<file path="src/hw/bopd_regs.vh">
`ifndef BOPD_REGS_VH
`define BOPD_REGS_VH
// Instruction word layout
`define BOPD_IW_W        14
`define BOPD_CLASS_HI    13
`define BOPD_CLASS_LO    12
`define BOPD_OP_HI       11
`define BOPD_OP_LO       8
`define BOPD_DEST_BIT    7
`define BOPD_FA_HI       6
`define BOPD_FA_LO       0
`define BOPD_BN_HI       9
`define BOPD_BN_LO       7
`define BOPD_CLASS_BYTE  2'h0
// Byte-oriented operation codes
`define BOPD_OP_MISC     4'h0
`define BOPD_OP_CLR      4'h1
`define BOPD_OP_SUB      4'h2
`define BOPD_OP_DEC      4'h3
`define BOPD_OP_IOR      4'h4
`define BOPD_OP_AND      4'h5
`define BOPD_OP_XOR      4'h6
`define BOPD_OP_ADD      4'h7
`define BOPD_OP_MOV      4'h8
`define BOPD_OP_COM      4'h9
`define BOPD_OP_INC      4'hA
`define BOPD_OP_DECSZ    4'hB
`define BOPD_OP_RRC      4'hC
`define BOPD_OP_RLC      4'hD
`define BOPD_OP_SWAP     4'hE
`define BOPD_OP_INCSZ    4'hF
// Timing: oscillator periods per instruction cycle
`define BOPD_PHASES      4
`define BOPD_PH_LAST     2'h3
// Reset values
`define BOPD_ACC_RST     8'h00
`define BOPD_FLAG_RST    1'b0
`endif

</file>
<file path="src/hw/bopd_alu.v">
`timescale 1ns/1ps
`include "bopd_regs.vh"
// Combinational byte-operation datapath
module bopd_alu (
    input  wire [3:0] op,          // Operation code
    input  wire [7:0] acc,         // Accumulator operand
    input  wire [7:0] fval,        // File register operand
    input  wire       cin,         // Carry in
    output reg  [7:0] res,         // Result
    output reg        cout,        // Carry out
    output reg        dcout        // Digit carry out
);
    reg [8:0] sum;
    reg [4:0] nib;
    always @* begin
        sum   = 9'h000;
        nib   = 5'h00;
        res   = fval;
        cout  = cin;
        dcout = 1'b0;
        case (op)
            `BOPD_OP_ADD: begin // RULE15
                sum   = {1'b0, fval} + {1'b0, acc};
                nib   = {1'b0, fval[3:0]} + {1'b0, acc[3:0]};
                res   = sum[7:0];
                cout  = sum[8];
                dcout = nib[4];
            end
            `BOPD_OP_SUB: begin // RULE15
                // Carry is the inverted borrow, so f + ~w + 1
                sum   = {1'b0, fval} + {1'b0, ~acc} + 9'h001;
                nib   = {1'b0, fval[3:0]} + {1'b0, ~acc[3:0]} + 5'h01;
                res   = sum[7:0];
                cout  = sum[8];
                dcout = nib[4];
            end
            `BOPD_OP_AND:   res = acc & fval; // RULE10
            `BOPD_OP_IOR:   res = acc | fval; // RULE10
            `BOPD_OP_XOR:   res = acc ^ fval; // RULE11
            `BOPD_OP_COM:   res = ~fval; // RULE15
            `BOPD_OP_DEC:   res = fval - 8'h01; // RULE15
            `BOPD_OP_DECSZ: res = fval - 8'h01; // RULE13
            `BOPD_OP_INC:   res = fval + 8'h01; // RULE15
            `BOPD_OP_INCSZ: res = fval + 8'h01; // RULE13
            `BOPD_OP_MOV:   res = fval; // RULE15
            `BOPD_OP_SWAP:  res = {fval[3:0], fval[7:4]}; // RULE15
            `BOPD_OP_RLC: begin // RULE12
                res  = {fval[6:0], cin};
                cout = fval[7];
            end
            `BOPD_OP_RRC: begin // RULE12
                res  = {cin, fval[7:1]};
                cout = fval[0];
            end
            `BOPD_OP_MISC:  res = acc;
            `BOPD_OP_CLR:   res = 8'h00;
            default:        res = fval;
        endcase
    end
endmodule // bopd_alu

</file>
<file path="src/hw/bopd_decoder.v">
`timescale 1ns/1ps
`include "bopd_regs.vh"
// Behaviour
// RULE1: Each instruction is one 14-bit word
// RULE2: Destination bit picks accumulator or file
// RULE3: Seven-bit file address, 0x00 to 0x7F
// RULE4: Bit number selects bit within file
// RULE5: Literal field is eight or eleven bits
// RULE6: Don't-care bits never change execution
// RULE7: One cycle; skip or branch adds no-op
// RULE8: Instruction cycle equals four oscillator periods
// RULE9: Byte ops: 00, opcode, d, file address
// RULE10: AND/OR with file, zero flag only
// RULE11: XOR with file, zero flag only
// RULE12: Rotate through carry, carry only
// RULE13: Decrement/increment, skip when zero, no flags
// RULE14: Software avoids legacy option/direction loads
// RULE15: Add/sub full flags; others zero only; swap here changes no flag
// RULE16: Groups 0000/0001: move, clear, no-op
module bopd_decoder (
    input  wire        clk_sys,        // Oscillator clock
    input  wire        rst_n,          // Synchronous reset, active low
    input  wire [13:0] instr_word,     // Instruction word from program memory
    input  wire [7:0]  file_rdata,     // Addressed file register contents
    output wire        fetch_req,      // Pulse: next word is taken this cycle end
    output reg  [6:0]  file_addr,      // File register address
    output reg  [2:0]  bit_num,        // Bit number field
    output reg  [7:0]  lit8,           // Eight-bit literal field
    output reg  [10:0] lit11,          // Eleven-bit literal field
    output reg         file_we,        // Pulse: write file register
    output reg  [7:0]  file_wdata,     // File register write data
    output reg  [7:0]  acc_r,          // Working accumulator
    output reg         carry_flag,     // Carry flag
    output reg         digit_carry_flag, // Digit carry flag
    output reg         zero_flag,      // Zero flag
    output reg         skip_active,    // Level: current cycle is a forced no-op
    output reg  [1:0]  phase_r         // Oscillator period within cycle
);
    localparam ST_EXEC = 2'b01;
    localparam ST_NOP  = 2'b10;

    reg  [1:0]  state_r;
    reg  [1:0]  state_nxt;
    reg  [13:0] ir_r;
    wire [1:0]  iclass = ir_r[`BOPD_CLASS_HI:`BOPD_CLASS_LO]; // RULE1
    wire [3:0]  op     = ir_r[`BOPD_OP_HI:`BOPD_OP_LO]; // RULE9
    wire        dest   = ir_r[`BOPD_DEST_BIT];
    wire        byte_op = (iclass == `BOPD_CLASS_BYTE); // RULE9
    wire        last_ph = (phase_r == `BOPD_PH_LAST);
    wire [7:0]  res;
    wire        cout;
    wire        dcout;
    wire        exec    = last_ph && (state_r == ST_EXEC) && byte_op;
    wire        res_zero = (res == 8'h00);
    wire [15:0] op_hit;
    wire        upd_carry;
    wire        upd_dc;
    wire        upd_zero;
    wire        skip_op;
    reg  [6:0]  wr_addr_r;

    // One select line per byte operation code
    genvar gi;
    generate
        for (gi = 0; gi < 16; gi = gi + 1) begin : g_op_hit
            assign op_hit[gi] = byte_op && (op == gi); // RULE9
        end
    endgenerate

    // Flag classes; swap and the skip pair are in none, so they keep every flag
    assign upd_carry = op_hit[`BOPD_OP_ADD] |
                       op_hit[`BOPD_OP_SUB] |
                       op_hit[`BOPD_OP_RLC] |
                       op_hit[`BOPD_OP_RRC]; // RULE12 RULE15

    assign upd_dc    = op_hit[`BOPD_OP_ADD] |
                       op_hit[`BOPD_OP_SUB]; // RULE15

    assign upd_zero  = op_hit[`BOPD_OP_ADD] |
                       op_hit[`BOPD_OP_SUB] |
                       op_hit[`BOPD_OP_AND] |
                       op_hit[`BOPD_OP_IOR] |
                       op_hit[`BOPD_OP_XOR] |
                       op_hit[`BOPD_OP_COM] |
                       op_hit[`BOPD_OP_DEC] |
                       op_hit[`BOPD_OP_INC] |
                       op_hit[`BOPD_OP_MOV]; // RULE10 RULE11 RULE15

    // Skip pair: only a zero result forces the following no-op
    assign skip_op   = op_hit[`BOPD_OP_DECSZ] |
                       op_hit[`BOPD_OP_INCSZ]; // RULE13

    assign fetch_req = last_ph;

    bopd_alu u_alu (
        .op    (op),
        .acc   (acc_r),
        .fval  (file_rdata),
        .cin   (carry_flag),
        .res   (res),
        .cout  (cout),
        .dcout (dcout)
    );

    // Operand fields are decoded for every class; unused ones are simply ignored
    always @* begin
        // The write pulse trails its instruction by one clock, so it
        // carries its own held address
        file_addr = file_we ? wr_addr_r : ir_r[`BOPD_FA_HI:`BOPD_FA_LO]; // RULE3 RULE2
        // Literal fields overlap the address bits, and the bit field the destination and opcode bits, on purpose
        bit_num   = ir_r[`BOPD_BN_HI:`BOPD_BN_LO]; // RULE4
        lit8      = ir_r[7:0]; // RULE5
        lit11     = ir_r[10:0]; // RULE5
    end

    // Four oscillator periods per instruction cycle
    always @(posedge clk_sys) begin
        if (!rst_n) begin
            phase_r <= 2'h0;
        end else begin
            phase_r <= phase_r + 2'h1; // RULE8
        end
    end

    always @* begin
        state_nxt = state_r;
        case (state_r)
            ST_EXEC: begin
                if (exec && res_zero &&
                    skip_op) begin
                    state_nxt = ST_NOP; // RULE7 RULE13
                end
            end
            ST_NOP: begin
                // The forced no-op lasts one full instruction cycle
                if (last_ph) begin
                    state_nxt = ST_EXEC; // RULE7
                end
            end
            default: state_nxt = ST_EXEC;
        endcase
    end

    // Control: state, instruction register and skip level
    always @(posedge clk_sys) begin
        if (!rst_n) begin
            state_r     <= ST_EXEC;
            ir_r        <= 14'h0000;
            skip_active <= 1'b0;
        end else begin
            state_r     <= state_nxt;
            skip_active <= (state_nxt == ST_NOP); // RULE7
            // The word latched on the edge that enters the forced no-op is held through it, never executed
            if (last_ph) begin
                ir_r <= instr_word; // RULE1
            end
        end
    end

    // Accumulator takes results whose destination bit is clear
    always @(posedge clk_sys) begin
        if (!rst_n) begin
            acc_r <= `BOPD_ACC_RST;
        end else if (exec && !dest) begin
            case (op)
                `BOPD_OP_MISC: acc_r <= acc_r; // RULE16
                `BOPD_OP_CLR:  acc_r <= 8'h00; // RULE16 RULE6
                default:       acc_r <= res; // RULE2
            endcase
        end
    end

    // File write: the pulse stands one clock after the execute edge, when the
    // instruction register already holds the next word, so the address is kept
    always @(posedge clk_sys) begin
        if (!rst_n) begin
            file_we    <= 1'b0;
            file_wdata <= 8'h00;
            wr_addr_r  <= 7'h00;
        end else begin
            file_we <= 1'b0;
            if (exec && dest) begin
                file_we   <= 1'b1; // RULE2
                wr_addr_r <= ir_r[`BOPD_FA_HI:`BOPD_FA_LO]; // RULE3
                case (op)
                    `BOPD_OP_MISC: file_wdata <= acc_r; // RULE16
                    `BOPD_OP_CLR:  file_wdata <= 8'h00; // RULE16
                    default:       file_wdata <= res; // RULE2
                endcase
            end
        end
    end

    // Flags move only for the operations of their class, and zero also for clear
    always @(posedge clk_sys) begin
        if (!rst_n) begin
            carry_flag       <= `BOPD_FLAG_RST;
            digit_carry_flag <= `BOPD_FLAG_RST;
            zero_flag        <= `BOPD_FLAG_RST;
        end else if (exec) begin
            if (upd_carry) begin
                carry_flag <= cout; // RULE12 RULE15
            end
            if (upd_dc) begin
                digit_carry_flag <= dcout; // RULE15
            end
            // Clearing sets zero whatever the destination
            if (op_hit[`BOPD_OP_CLR]) begin
                zero_flag <= 1'b1; // RULE16
            end else if (upd_zero) begin
                zero_flag <= res_zero; // RULE10 RULE11 RULE15
            end
        end
    end
endmodule // bopd_decoder

</file>
<file path="config.mk">
export PLATFORM = sky130hd
export DESIGN_NAME = bopd_decoder
export DESIGN_NICKNAME = d
export VERILOG_FILES = /design/src/hw/bopd_alu.v /design/src/hw/bopd_decoder.v
export VERILOG_INCLUDE_DIRS = /design/src /design/src/hw
export SDC_FILE = /design/constraint.sdc
export NUM_CORES = 1
export LEC_CHECK = 0
export ABC_CLOCK_PERIOD_IN_PS = 10550
export BUFFER_PORTS_ARGS = -buffer_cell sky130_fd_sc_hd__buf_2
export CAP_MARGIN = 20
export CORE_MARGIN = 2
export CORE_UTILIZATION = 55
export DETAILED_ROUTE_END_ITERATION = 7
export PLACE_DENSITY = 0.79
export REMOVE_ABC_BUFFERS = 1
export SETUP_SLACK_MARGIN = 0.4
export SYNTH_ARGS = -nofsm -noshare
export SYNTH_HDL_FRONTEND = slang
export SYNTH_SLANG_ARGS = --single-unit
</file>
<file path="constraint.sdc">
create_clock -name clk_sys -period 10.55 [get_ports clk_sys]
set_input_delay 0.5275 -clock clk_sys [delete_from_list [all_inputs] [get_ports clk_sys]]
set_output_delay 0.5275 -clock clk_sys [all_outputs]
set_load 0.1 [all_outputs]
</file>
After elaboration in Yosys (flattened, before gate mapping)
Cells that the tools add are included.
{"block": "classes", "n_addsub": 9, "eq_ne": 19, "n_mux": 11, "n_bitwise": 17, "reduce_logical": 31}
{"op": "$pmux W8 S14", "n": 1}
{"op": "$eq A4 B4 Y1 const B", "n": 8}
{"op": "$logic_and A1 B1 Y1", "n": 20}
{"op": "$add A8 B8 Y9", "n": 2}
{"op": "$eq A4 B3 Y1 const B", "n": 4}
{"op": "$not A8 Y8", "n": 2}
{"op": "$pmux W8 S2", "n": 1}
{"op": "$or A1 B1 Y1", "n": 11}
{"op": "$add A4 B4 Y5", "n": 2}
{"op": "$add A9 B1 Y9 const B", "n": 1}
{"op": "$add A8 B1 Y8 const B", "n": 1}
{"op": "$and A8 B8 Y8", "n": 1}
{"op": "$eq A4 B2 Y1 const B", "n": 2}
{"op": "$logic_not A8 Y1", "n": 1}
{"op": "$or A8 B8 Y8", "n": 1}
{"op": "$sub A8 B1 Y8 const B", "n": 1}
{"op": "$xor A8 B8 Y8", "n": 1}
{"op": "$mux W7", "n": 1}
{"op": "$eq A2 B2 Y1 const B", "n": 3}
{"op": "$add A5 B1 Y5 const B", "n": 1}
{"op": "$eq A4 B1 Y1 const B", "n": 1}
{"op": "$logic_not A4 Y1", "n": 1}
{"op": "$mux W2", "n": 2}
{"op": "$not A4 Y4", "n": 1}
{"op": "other kinds (13)", "n": 17}
{"block": "totals", "reg_bits": 46, "in_bits": 24, "output_inout_bits": 53, "elab_cells": 98}

Depth between registers and ports, before layout
{"block": "depth", "word_depth": 12, "mapped_depth": 14, "ltp_nobuf": 12}

Cells and area by module
Synthesis repeated with hierarchy kept, for this count alone.
{"block": "hier_totals", "cells_unflattened": 531, "hier_area_um2": 4322.9}
{"module": "bopd_decoder", "n_inst": 1, "cells_each": 231, "area_per_inst_um2": 2217.1, "seq_area_each_um2": 920.9}
{"module": "bopd_alu", "n_inst": 1, "cells_each": 300, "area_per_inst_um2": 2105.8, "seq_area_each_um2": 0.0}

Least setup slack after synthesis
Ideal clock, no wire load.
{"block": "synth_path", "path_kind": "reg2reg", "startpoint": "register phase_r[0]", "endpoint": "register state_r[1]", "setup_ns": 0.070, "t_arrival_ns": 4.013, "required_ns": 10.480, "path_slack_ns": 6.467, "stages_incl_launch_ff": 8, "path_buffers": 1, "period_less_slack_ns": 4.083, "cell_sequence": "dfxtp_1 > ha_1 > clkbuf_1 > inv_1 > or4b_2 > or3_1 > or4_1 > a21oi_1"}
{"block": "synth_between", "elab_chain_len": 7, "word_cells_on_any_way": 8, "cone_classes": "1 x eq/ne; 3 x mux; 4 x reduce/logical"}
{"element": "from (decl)", "line_no": "bopd_decoder.v:37", "rtl": "output reg [1:0] phase_r"}
{"element": "from (signal assigned)", "line_no": "bopd_decoder.v:121", "rtl": "phase_r <= phase_r + 2'h1;"}
{"element": "$eq A2 B2 Y1 (no line) (*)"}
{"element": "via fetch_req", "line_no": "bopd_decoder.v:25", "rtl": "output wire fetch_req,"}
{"element": "$logic_and A1 B1 Y1 (2 in a row)", "line_no": "bopd_decoder.v:53", "rtl": "wire exec = last_ph && (state_r == ST_EXEC) && byte_op;"}
{"element": "$logic_and A1 B1 Y1 (2 in a row)", "line_no": "bopd_decoder.v:129", "rtl": "if (exec && res_zero &&"}
{"element": "$mux W2", "line_no": "bopd_decoder.v:129"}
{"element": "$pmux W2 S2 (*)", "line_no": "bopd_decoder.v:127", "rtl": "case (state_r)"}
{"element": "to (signal assigned)", "line_no": "bopd_decoder.v:151", "rtl": "state_r <= state_nxt;"}
{"element": "to (decl)", "line_no": "bopd_decoder.v:42", "rtl": "reg [1:0] state_r;"}
The timed path passes the listed nets; every way through them passes the cells marked *.
A chain may end at the register's enable or synchronous reset.

Worst setup path after layout
{"block": "layout_path", "startpoint": "register ir_r[8]", "endpoint": "register state_r[1]"}
{"block": "layout_between", "elab_chain_len": 8, "word_cells_on_any_way": 27, "cone_classes": "15 x eq/ne; 3 x mux; 1 x bitwise; 8 x reduce/logical"}
{"element": "from (decl)", "line_no": "bopd_decoder.v:44", "rtl": "reg [13:0] ir_r;"}
{"element": "from (signal assigned)", "line_no": "bopd_decoder.v:155", "rtl": "ir_r <= instr_word;"}
{"element": "$eq A4 B4 Y1, or another cell as far along", "line_no": "bopd_alu.v:21", "rtl": "case (op)"}
{"element": "$reduce_or A2 Y1 (no line)"}
{"element": "$pmux W8 S14", "line_no": "bopd_alu.v:21"}
{"element": "$logic_not A8 Y1", "line_no": "bopd_decoder.v:54", "rtl": "wire res_zero = (res == 8'h00);"}
{"element": "$logic_and A1 B1 Y1", "line_no": "bopd_decoder.v:129"}
{"element": "$logic_and A1 B1 Y1 (*)", "line_no": "bopd_decoder.v:129"}
{"element": "$mux W2 (*)", "line_no": "bopd_decoder.v:129"}
{"element": "$pmux W2 S2 (*)", "line_no": "bopd_decoder.v:127"}
Every way passes the cells marked *; elsewhere a longest branch is shown, timed or not.

==> results.md <==
- The flow ran to the end, and the final reports show no timing, DRC or antenna violations.
- The total number of yosys warnings is 0.
- During placement, the flow inserted port buffers numbering 76.
- The count of cells in the finished layout, fillers not included, comes to approximately 670.
- In the post-synthesis netlist, the biggest area contributors are dfxtp_1, ha_1, mux2i_1.
- The starting density of the core is a little under three fifths.
- Setup repair after global routing left no endpoint under its margin.
- TritonCTS built the clock tree.
- At the end of the flow, the number of nets in the layout was 625.
- The number of antenna violations at the first check in global routing was 0.
- The final route contains ~4000 vias.
- The post-synthesis to final-layout area growth is 6.89%.
- The worst setup path is launched from a register.
- The die boundary height is about 91 µm.
- Synthesis produced 547 cells.
- The total power per unit cell area is 97.3 nW/µm².
- The first global-routing pass estimated 18500 µm of wire.
- Setup violations remaining at the end of the flow were counted as 0.
- The analysis attributes to cell leakage a power of 1.83 nW.
- The number of storage elements in the synthesis netlist is 46.
- Dividing the final minimum period by the clock period gives between 30% and 40%.
- The commonest cells after synthesis are nor2_1, nand2_1, dfxtp_1, a21oi_1.
- The number of gates given a new drive strength after cts is 0.
- The global route total overflow is 0.
- The number of top-level pins is 77.
- The worst pin sits at a relative slew slack of 36.4%.
- The number of violations of the max-capacitance limit is 0.
- The worst path meets setup with roughly 6.7 ns of slack.
- The distinct cell type count after synthesis is 68.
- The die is slightly above 90 µm wide.
- The congestion estimate from routability-driven global placement came to 0.980.
- The post-route clock skew is ~0.0042 ns.
- After clock tree synthesis, the clock-pin slew on the worst setup and hold paths is ~0.09 ns.
- Post-CTS timing repair inserted 0 buffers for setup.
- The worst hold path was traced through 3 stages.
- The core outline area is 7290 µm².
- Of the synthesized area, sequential elements account for about 22%.
- Entering global routing, the biggest net connects 53 pins.
- The total global-route track usage is a little over a quarter.
- The area share of the largest cell type after synthesis is 22.2%.
- Clock tree synthesis inserted a total of 5 buffers.
- The clock sink total is 46.
- The antenna diode count is 0.
- The average cell area after synthesis is between 7 and 8 µm².
- The worst setup path is captured at a register.
- The number of cells on the worst reg-to-reg path is 11.
- The tightest hold path in the finished design has a slack of about 0.45 ns.
- The summed negative setup slack over all endpoints is 0 ns.
- The die area is 8240 µm².
- Cells with a size suffix above 1 make up 18.4% of the layout.
- The number of enable flip-flop cells after synthesis is 0.
- The floorplan has 31 rows.
- The count of nets left with antenna violations once routing finished came out at 0.
- The share of flip-flops with an asynchronous set or reset is 0%.
- After detailed routing, the average wire length per cell comes to ~17 µm.
- The first-iteration detailed-routing DRC count is a little over 400.
- The number of placed cells counting well taps is 662.
- The count of final max-slew check failures is 0.
- The arrival time of data at the critical path endpoint is 4.06 ns.
- The actual slew at the worst max-slew pin is 0.954 ns.
- The clock passes through at most 2 buffers.
- The count of H-tree levels built during CTS is 2.
- The largest fanout on the critical path is 7.
- CTS placed an instance of clkbuf_8 at the clock tree root.
- Clock latency on the worst-skew pair, taken at its later pin, is between 0.3 and 0.4 ns.
- For this run, design rule violations remaining after detail routing come to 0.
- Timing analysis after detailed placement gives a worst setup slack of 6.81 ns.
- The design draws approximately 0.43 mW.
- The path class of the tightest hold or removal check is in2reg.
- The type of the worst setup path is reg2reg.
- The cell with the most instances after synthesis is nor2_1.
- Dividing the detail-routed via count by the number of cells gives 6.14.
- At the worst endpoint, the required time is 10.80 ns.
- The number of optimization iterations in the first detailed-route pass is 6.
- The post-synthesis cell area is 4140 µm².
- Static timing analysis puts the maximum clock frequency at about 260 MHz.
- Once detailed placement completed, the half-perimeter wirelength came to 8380 µm.
- The detailed-route wire length is 11700 µm.
- The clock period could shrink to 3.81 ns.
- After clock tree synthesis, the flow added hold-fix buffers numbering 0.
- The via count of the first global-routing pass is 3755.
- The predominant post-synthesis flop cell is dfxtp_1.
- The cell taking the most area after synthesis is dfxtp_1.
- The hold violation count in the final report came to 0.
- The worst vdd rail ir drop is 82.9 µV.
## cell type report
type | count | area (µm²)
clock buffers | 5 | 68.8
clock inverters | 3 | 23.8
fillers | 700 | 2860
inverters | 33 | 124
multi-input cells | 403 | 2740
flip-flops and latches | 46 | 921
well taps | 99 | 124
repair buffers | 82 | 429
## worst paths after layout
path / from / end / slack [ns]
setup reg to reg: ir_r[8] / state_r[1] / 6.74
hold reg to reg: phase_r[0] / phase_r[0] / 0.45
setup / recovery: ir_r[8] / state_r[1] / 6.74
hold / removal: instr_word[5] / ir_r[5] / 0.45
## state kept, by name, indices dropped and copies added (netlist names)
register,cells
acc_r,8
carry_flag,1
digit_carry_flag,1
file_wdata,8
file_we,1
ir_r,14
phase_r,2
skip_active,1
state_r,2
wr_addr_r,7
zero_flag,1
## critical path: stages (launching register included)
cell,delay (ns)
dfxtp_1,0.33
xnor2_1,0.35
and3_4,0.33
xnor2_1,0.08
ha_1,0.26
or4_1,0.52
mux2i_1,0.18
mux2i_1,0.11
o32a_1,0.38
or4_4,0.53
or4_1,0.53
a21oi_1,0.15
## per-stage QoR
| stage | util, % | area (µm²) |
|---|---|---|
| after floorplan | - | 3780 |
| after global placement | 59.3 | 4320 |
| after detailed placement | 59.3 | 4320 |
| after CTS | 60.6 | 4420 |
| after global routing | 60.7 | 4430 |
| final | 60.7 | 4430 |
## report_power, final
part / leakage, nW / switching (mW) / internal, mW
logic: 1.42 / 0.0974 / 0.0371
registers: 0.372 / 0.00368 / 0.177
clock network: 0.0408 / 0.0678 / 0.0475
total: 1.83 / 0.169 / 0.262
## kinds of logic after synthesis
kind of cell,synth area share [%]
AO/OA/AOI/OAI,21.7
multiplexers,10.5
AND/OR/NAND/NOR,22.6
flip-flops,22.2
adder cells (fa/ha/maj),9.42
buffers and inverters,11.7
XOR/XNOR,1.90
## layer usage
layer / track usage, % / routed length, µm / up-vias
li1: - / - / 1959
met1: 37.3 / 5070 / 1925
met2: 43.2 / 5340 / 205
met3: 4.34 / 934 / 29
met4: 11.6 / 307 / 0
met5: 0 / 0 / -
## cell usage in the layout (no fill, tap or decap), types with 5 or more instances in the layout
cell and count:
a211oi_1 11, a21oi_1 40, a221oi_1 5, buf_2 76, buf_4 5, clkbuf_8 5
dfxtp_1 46, ha_1 28, inv_1 32, mux2_2 9, mux2i_1 32, nand2_1 51
nand2b_1 8, nand3_1 18, nor2_1 53, nor2b_1 10, nor3_1 9, nor3b_1 6
o211ai_1 9, o21ai_0 17, o21bai_1 5, o22ai_1 5, or4_1 5, xnor2_1 8
Power figures use the tool's default switching activity.
